[src/rtl/rsd_map.vh]
`ifndef RSD_MAP_VH
`define RSD_MAP_VH

// ****************************************
// Register offsets
// ****************************************
`define RSD_ADDR_READOUT     8'h2d
`define RSD_ADDR_CMDSTAT     8'h2e
`define RSD_ADDR_REVISION    8'h33

// ****************************************
// Readout page codes
// ****************************************
`define RSD_PAGE_CONV        2'h0
`define RSD_PAGE_OSC         2'h1

// ****************************************
// Direct command codes
// ****************************************
`define RSD_CMD_HOP_MAIN     8'h84
`define RSD_CMD_HOP_AUX      8'h85
`define RSD_CMD_CONV         8'h87
`define RSD_CMD_FCAL         8'h88
`define RSD_CMD_SUPP_AUTO    8'ha2
`define RSD_CMD_SUPP_MAN     8'ha3
`define RSD_CMD_VCO_AUTO     8'ha4
`define RSD_CMD_VCO_MAN      8'ha5
`define RSD_CMD_GAIN_ON      8'ha6
`define RSD_CMD_GAIN_OFF     8'ha7
`define RSD_CMD_STR_STORE    8'ha8
`define RSD_CMD_STR_CLEAR    8'ha9

// ****************************************
// Command status field positions
// ****************************************
`define RSD_BIT_STRENGTH     7
`define RSD_BIT_OSCRANGE     6
`define RSD_BIT_SUPPLY       5
`define RSD_BIT_FCAL         4
`define RSD_BIT_CONV         3
`define RSD_BIT_ANTICOLL     2
`define RSD_BIT_GAIN         1
`define RSD_BIT_AUXSYN       0

// ****************************************
// Reset values and timing
// ****************************************
`define RSD_RST_BYTE         8'h00
`define RSD_CONV_TIME_NS     20000
`define RSD_CLK_PERIOD_NS    20

`endif

[src/rtl/rsd_status_regs.v]
// Notes on behaviour
// RULE1: Page 00 shows converter result, 01 oscillator/supply.
// RULE2: Four-bit input select picks converter input.
// RULE3: Inputs: two mixer DC levels, external pin.
// RULE4: Conversion starts on trigger command; 20 us.
// RULE5: Page-1 bit 7: 0 crystal, 1 reference module.
// RULE6: Page-1 bits 2..0 give supply code.
// RULE7: Page-1 bits 6..3 read zero.
// RULE8: Bit 7 set on strength store/clear done.
// RULE9: Bit 6 set on oscillator range done.
// RULE10: Bit 5 set on supply setting done.
// RULE11: Bit 4 set on filter calibration done.
// RULE12: Bit 3 set on conversion done.
// RULE13: Bit 2 shows anti-collision support enabled.
// RULE14: Bit 1 shows gain limiting active.
// RULE15: Bit 0 shows auxiliary synthesizer selected.
// RULE16: Fixed read-only version register.
// RULE17: Flags always set; enabled ones raise interrupt. Code: one flag (bit 3) for all done events, under a single enable.
// RULE18: Host writes to these registers ignored.
`timescale 1ns/1ps
`include "rsd_map.vh"

module rsd_status_regs #(
  parameter [7:0] VERSION_CODE = 8'h5a,  // Arbitrary value
  parameter       CONV_CYCLES  = 1000,
  parameter       OP_CYCLES    = 4
)(
  input  wire       clk_sys,
  input  wire       rst,
  input  wire       hostWrEn,
  input  wire       hostRdEn,
  input  wire [7:0] hostAddr,
  input  wire [7:0] hostWrData,
  output reg  [7:0] hostRdData,
  output reg        hostRdValid,
  input  wire       cmdValid,
  input  wire [7:0] cmdCode,
  input  wire [1:0] readout_page_sel,
  input  wire [3:0] inputSel,
  input  wire [7:0] mixerIDc,
  input  wire [7:0] mixerQDc,
  input  wire [7:0] extPinDc,
  input  wire       osc_input_pin,
  input  wire [2:0] supply_setting_code,
  input  wire       anticollision_enabled,
  input  wire       cmdIrqEnable,
  input  wire       cmdIrqClear,
  output reg  [7:0] cmdIrqFlags,
  output reg        irqOut,
  output reg        strength_store_finished
);

  // ****************************************
  // Converter timing
  // ****************************************
  // Ceiling of the conversion time in clock cycles
  localparam [15:0] CONV_MIN = (`RSD_CONV_TIME_NS + `RSD_CLK_PERIOD_NS - 1) / `RSD_CLK_PERIOD_NS;
  localparam [15:0] CONV_LOAD = CONV_CYCLES;
  localparam [3:0]  OP_LOAD   = OP_CYCLES;

  // One-hot converter states
  localparam [1:0] ST_IDLE = 2'b01;
  localparam [1:0] ST_BUSY = 2'b10;

  reg [1:0]  convState_r;
  reg [1:0]  convState_nxt;
  reg [15:0] convCnt_r;
  reg [7:0]  convResult_r;
  reg [7:0]  convSample_r;
  reg [7:0]  cmdStatus_r;
  reg [3:0]  opCnt_r;
  reg [2:0]  opKind_r;
  reg        oscMode_r;
  reg [2:0]  supply_r;
  reg        convDone;
  reg        opDone;

  // Converter input multiplexer
  function [7:0] rsd_pick;
    input [3:0] sel;
    input [7:0] mi;
    input [7:0] mq;
    input [7:0] ext;
    begin
      case (sel)
        4'h0:    rsd_pick = mi;   // RULE3
        4'h1:    rsd_pick = mq;
        4'h2:    rsd_pick = ext;
        default: rsd_pick = 8'h00;
      endcase
    end
  endfunction

  // ****************************************
  // Conversion sequencer
  // ****************************************
  // Next state of the converter
  always @*
  begin
    convState_nxt = convState_r;
    convDone      = 1'b0;
    case (convState_r)
      ST_IDLE:
      begin
        if (cmdValid && cmdCode == `RSD_CMD_CONV)  // RULE4
          convState_nxt = ST_BUSY;
      end
      ST_BUSY:
      begin
        if (convCnt_r == 16'h0001)
        begin
          convState_nxt = ST_IDLE;
          convDone      = 1'b1;                    // RULE12
        end
      end
      default: convState_nxt = ST_IDLE;
    endcase
  end

  // Converter registers; sample taken at start, result published at end
  always @(posedge clk_sys)
  begin
    if (rst)
    begin
      convState_r  <= ST_IDLE;
      convCnt_r    <= 16'h0000;
      convResult_r <= `RSD_RST_BYTE;
      convSample_r <= `RSD_RST_BYTE;
    end
    else
    begin
      convState_r <= convState_nxt;
      if (convState_r == ST_IDLE && convState_nxt == ST_BUSY)
      begin
        convCnt_r    <= (CONV_LOAD < CONV_MIN) ? CONV_MIN : CONV_LOAD;
        convSample_r <= rsd_pick(inputSel, mixerIDc, mixerQDc, extPinDc);  // RULE2
      end
      else if (convCnt_r != 16'h0000)
        convCnt_r <= convCnt_r - 16'h0001;
      if (convDone)
        convResult_r <= convSample_r;  // RULE2
    end
  end

  // ****************************************
  // Other direct commands
  // ****************************************
  // Short operations finish after a fixed delay
  always @(posedge clk_sys)
  begin
    if (rst)
    begin
      opCnt_r  <= 4'h0;
      opKind_r <= 3'h0;
      opDone   <= 1'b0;
    end
    else
    begin
      opDone <= 1'b0;
      if (cmdValid && opCnt_r == 4'h0)
      begin
        case (cmdCode)
          `RSD_CMD_STR_STORE, `RSD_CMD_STR_CLEAR: begin opKind_r <= 3'h7; opCnt_r <= OP_LOAD; end
          `RSD_CMD_VCO_AUTO,  `RSD_CMD_VCO_MAN:   begin opKind_r <= 3'h6; opCnt_r <= OP_LOAD; end
          `RSD_CMD_SUPP_AUTO, `RSD_CMD_SUPP_MAN:  begin opKind_r <= 3'h5; opCnt_r <= OP_LOAD; end
          `RSD_CMD_FCAL:                          begin opKind_r <= 3'h4; opCnt_r <= OP_LOAD; end
          default: opCnt_r <= 4'h0;
        endcase
      end
      else if (opCnt_r != 4'h0)
      begin
        opCnt_r <= opCnt_r - 4'h1;
        opDone  <= (opCnt_r == 4'h1);
      end
    end
  end

  // ****************************************
  // Command status and interrupt flags
  // ****************************************
  // Done bits are sticky and cleared only by reset
  always @(posedge clk_sys)
  begin
    if (rst)
    begin
      cmdStatus_r <= `RSD_RST_BYTE;
      cmdIrqFlags <= `RSD_RST_BYTE;
      irqOut      <= 1'b0;
      oscMode_r   <= 1'b0;
      supply_r    <= 3'h0;
      strength_store_finished <= 1'b0;
    end
    else
    begin
      oscMode_r <= osc_input_pin;           // RULE5
      supply_r  <= supply_setting_code;     // RULE6
      if (cmdValid && cmdCode == `RSD_CMD_GAIN_ON)
        cmdStatus_r[`RSD_BIT_GAIN] <= 1'b1;     // RULE14
      else if (cmdValid && cmdCode == `RSD_CMD_GAIN_OFF)
        cmdStatus_r[`RSD_BIT_GAIN] <= 1'b0;     // RULE14
      if (cmdValid && cmdCode == `RSD_CMD_HOP_AUX)
        cmdStatus_r[`RSD_BIT_AUXSYN] <= 1'b1;   // RULE15
      else if (cmdValid && cmdCode == `RSD_CMD_HOP_MAIN)
        cmdStatus_r[`RSD_BIT_AUXSYN] <= 1'b0;   // RULE15
      cmdStatus_r[`RSD_BIT_ANTICOLL] <= anticollision_enabled;  // RULE13
      if (opDone)
        cmdStatus_r[opKind_r] <= 1'b1;          // RULE8 RULE9 RULE10 RULE11
      if (convDone)
        cmdStatus_r[`RSD_BIT_CONV] <= 1'b1;     // RULE12
      strength_store_finished <= cmdStatus_r[`RSD_BIT_STRENGTH];
      // Interrupt flag always set, set wins over clear
      if (opDone || convDone)
        cmdIrqFlags[`RSD_BIT_CONV] <= 1'b1;     // RULE17
      else if (cmdIrqClear)
        cmdIrqFlags[`RSD_BIT_CONV] <= 1'b0;
      irqOut <= cmdIrqEnable & (cmdIrqFlags[`RSD_BIT_CONV] | opDone | convDone);  // RULE17
    end
  end

  // ****************************************
  // Host read port
  // ****************************************
  // Writes never reach the display registers
  always @(posedge clk_sys)
  begin
    if (rst)
    begin
      hostRdData  <= `RSD_RST_BYTE;
      hostRdValid <= 1'b0;
    end
    else
    begin
      hostRdValid <= hostRdEn & ~hostWrEn;      // RULE18
      if (hostRdEn && !hostWrEn)
      begin
        case (hostAddr)
          `RSD_ADDR_READOUT:
            if (readout_page_sel == `RSD_PAGE_OSC)
              hostRdData <= {oscMode_r, 4'h0, supply_r};  // RULE1 RULE5 RULE7 RULE6
            else
              hostRdData <= convResult_r;                 // RULE1
          `RSD_ADDR_CMDSTAT:  hostRdData <= cmdStatus_r;
          `RSD_ADDR_REVISION: hostRdData <= VERSION_CODE; // RULE16
          default:            hostRdData <= 8'h00;
        endcase
      end
    end
  end

endmodule // rsd_status_regs

[config.mk]
export PLATFORM = sky130hd
export DESIGN_NAME = rsd_status_regs
export DESIGN_NICKNAME = d
export VERILOG_FILES = /design/src/rtl/rsd_status_regs.v
export VERILOG_INCLUDE_DIRS = /design/src /design/src/rtl
export SDC_FILE = /design/constraint.sdc
export NUM_CORES = 1
export LEC_CHECK = 0
export ABC_AREA = 1
export BUFFER_PORTS_ARGS = -buffer_cell sky130_fd_sc_hd__buf_2
export CORE_MARGIN = 2
export CORE_UTILIZATION = 40
export CTS_CLUSTER_DIAMETER = 150
export DETAILED_ROUTE_END_ITERATION = 8
export PLACE_DENSITY = 0.65
export SETUP_SLACK_MARGIN = 0.2
export SYNTH_ARGS = -nofsm -noshare
export SYNTH_HDL_FRONTEND = slang
export SYNTH_SLANG_ARGS = --single-unit
export TNS_END_PERCENT = 30
[constraint.sdc]
create_clock -name clk_sys -period 1.47 [get_ports clk_sys]
set_input_delay 0 -clock clk_sys [delete_from_list [all_inputs] [get_ports clk_sys]]
set_output_delay 0 -clock clk_sys [all_outputs]
set_load 0.03 [all_outputs]
==> out/metrics.yaml <==
io_buffers: 69
placed_cells: 687
final_area_um2: 4785
clockRootBuffer: "clkbuf_8"
netlist.area_leader.share_pct: 38.60
grt_start_max_net_pins: 34
cap_violations: 0
crit_type: "reg2reg"
cp.arrival_ps: 1700
die_w_um: 96.51
status: "finished, violations left"
critPathRequiredTime_ps: 1690
tns_ps: -44.83
violations: "negative setup slack"
die_area_um2: 9314
yosysTopAreaCell: "dfxtp_1"
htree_levels: 3
async_flop_share_pct: 0
cp_max_fo: 6
place_area_um2: 4056
ios: 85
post_drt_via_cell_ratio: 4.839
ant_nets: 0
finalSetupViolations: 8
yosysUniqueCellTypes: 33
top_layer: "met4"
period_share_pct: 100.6
netlist_area_um2: 3423
drc: 0
synth_area_leaders: "dfxtp_1 (39%), nand2_1 (13%), nand3_1 (6.9%)"
clock-sinks: 66
routedWlPerCell_um: 12.02
fin_ws_ps: -9.510
synth_seq_area_share_pct: 38.60
stdcell_count: 734
skew_ps: 10.95
cts_buffers: 9
power_mw: 7.443
startpoint_type: "register"
setup.worst_path.end_class: "register"
clockBufferDepth: 2
met2_length_um: 4284
period_minus_slack_ps: 1480
drive_above_1_share_pct: 33.23
pre_cts_ws_ps: -49.68
hpwl_um: 5972
grt_antenna_before_repair: 0
p_per_area_nw_per_um2: 1556
wl_met1_um: 3871
syn_avg_cell_area_um2: 6.888
syn_inst: 497
synth_edf_count: 0
wl_met3_um: 428
gr-total-overflow: 0
track_usage_pct: 19.84
n_fill_cell: 763
path_clk_slew_ps: 80
yosys-top-cells-count: "nand2_1 (123), dfxtp_1 (66), inv_1 (61)"
core_area_um2: 8258
diodes: 0
hold_violations: 0
leakage_nw: 2.282
synth_ff_type: "dfxtp_1"
min_path_type: "in2reg"
place_congestion: 0.8371
timing.slew.headroom_pct: 55.94
fmax_mhz: 675.9
final_nets: 697
start_util_pct: 41.45
worst_pin_slew_ps: 660.2
die_height_um: 96.51
drt_pass1_iterations: 4
syn_to_final_growth_pct: 39.77
insertion_delay_ps: 350
ir_drop_uv: 651.6
wirelength_um: 8821
grt_pass1_wl_um: 14370
grt_pass1_vias: 3372
num_rows: 33
rsz0062_at_grt: "yes"
synth_most_common_cell: "nand2_1"
vias: 3552
cts_tree: "built"
ys_warn_count: 0
drv_slew: 0
drt_iter0_markers: 110
ys_ff_latch: 66
## through the flow
step / hold WS [ps] / util [%]
floorplan: 107.0 / -
global placement: 212.1 / 49.12
detailed placement: 213.8 / 49.12
CTS: 0.5982 / 56.09
global route: 46.52 / 57.94
finish: 13.66 / 57.94
## registers in the layout, indices dropped and copies added (netlist names), 2 cells and up
signal        flops
convState_r       2
supply_r          3
opKind_r          3
hostRdData        8
opCnt_r           4
convSample_r      8
convResult_r      8
cmdStatus_r       8
convCnt_r        16
## cell families (layout without fill, tap and decap cells)
kind of cell             Yosys count  in the layout  synth area share (%)
adder cells (fa/ha/maj)            7              7                 2.558
AND/OR/NAND/NOR                  269            271                 35.78
XOR/XNOR                          12             12                 3.070
buffers and inverters             80            204                 10.12
AO/OA/AOI/OAI                     62             62                 9.759
flip-flops                        66             66                 38.60
other                              1              7                0.1095
## critical path, cell delays in order (launching register included)
cell and delay (ps):
dfxtp_4 370, nor2_4 100, nand2_2 90, nor2_4 180, nand3_4 90, nand2_2 90
nand2_4 60, nand3_4 170, buf_12 150, a21oi_2 50
## worst paths after layout
check / start / to / slack (ps) / cells after the start
hold reg to reg: convResult_r[4] / convResult_r[4] / 450 / 2
hold / removal: extPinDc[5] / convSample_r[5] / 10 / 5
setup / recovery: convCnt_r[11] / convCnt_r[3] / -10 / 9
setup reg to reg: convCnt_r[11] / convCnt_r[3] / -10 / 9
## layout by cell type (no fill, tap or decap), drive strengths merged
cell	count
bufinv	3
conb	7
a21oi	39
dfxtp	66
a31oi	2
or2	1
nand3b	1
inv	61
clkinv	2
dlygate4sd3	16
nand2	131
nand4	7
a32oi	1
xor2	9
nor2	65
a211oi	1
ha	7
clkinvlp	1
nor3	9
xnor2	3
buf	109
nand3	54
nor4	3
clkbuf	12
o21ai	19
## what timing repair did
action	CTS	global route
setup endpoints to repair	38	41
endpoints found under the hold margin	12	0
pin swaps	13	27
hold buffers	16	0
setup buffers	9	4
cloned	0	2
gates resized for setup	27	37
## layer usage
| metal | vias to the layer above | track usage, % |
|---|---|---|
| met2 | 107 | 35.07 |
| met4 | 0 | 10.45 |
| met3 | 21 | 3.413 |
| met5 | - | 0 |
| met1 | 1588 | 22.82 |
| li1 | 1836 | - |
## layout make-up
type | count | area, µm² | area share [%]
clock buffer | 12 | 155.1 | 3.243
clock inverter | 4 | 97.59 | 2.040
inverter | 63 | 240.2 | 5.021
multi-input combinational | 359 | 1992 | 41.63
sequential | 66 | 1343 | 28.06
tap | 105 | 131.4 | 2.746
timing repair buffer | 125 | 825.8 | 17.26
## report_power, final
group | switching (mW) | internal, mW
combinational | 1.77 | 1.45
clock | 0.698 | 1.22
sequential | 0.250 | 2.06
(Power assumes the default switching activity.)
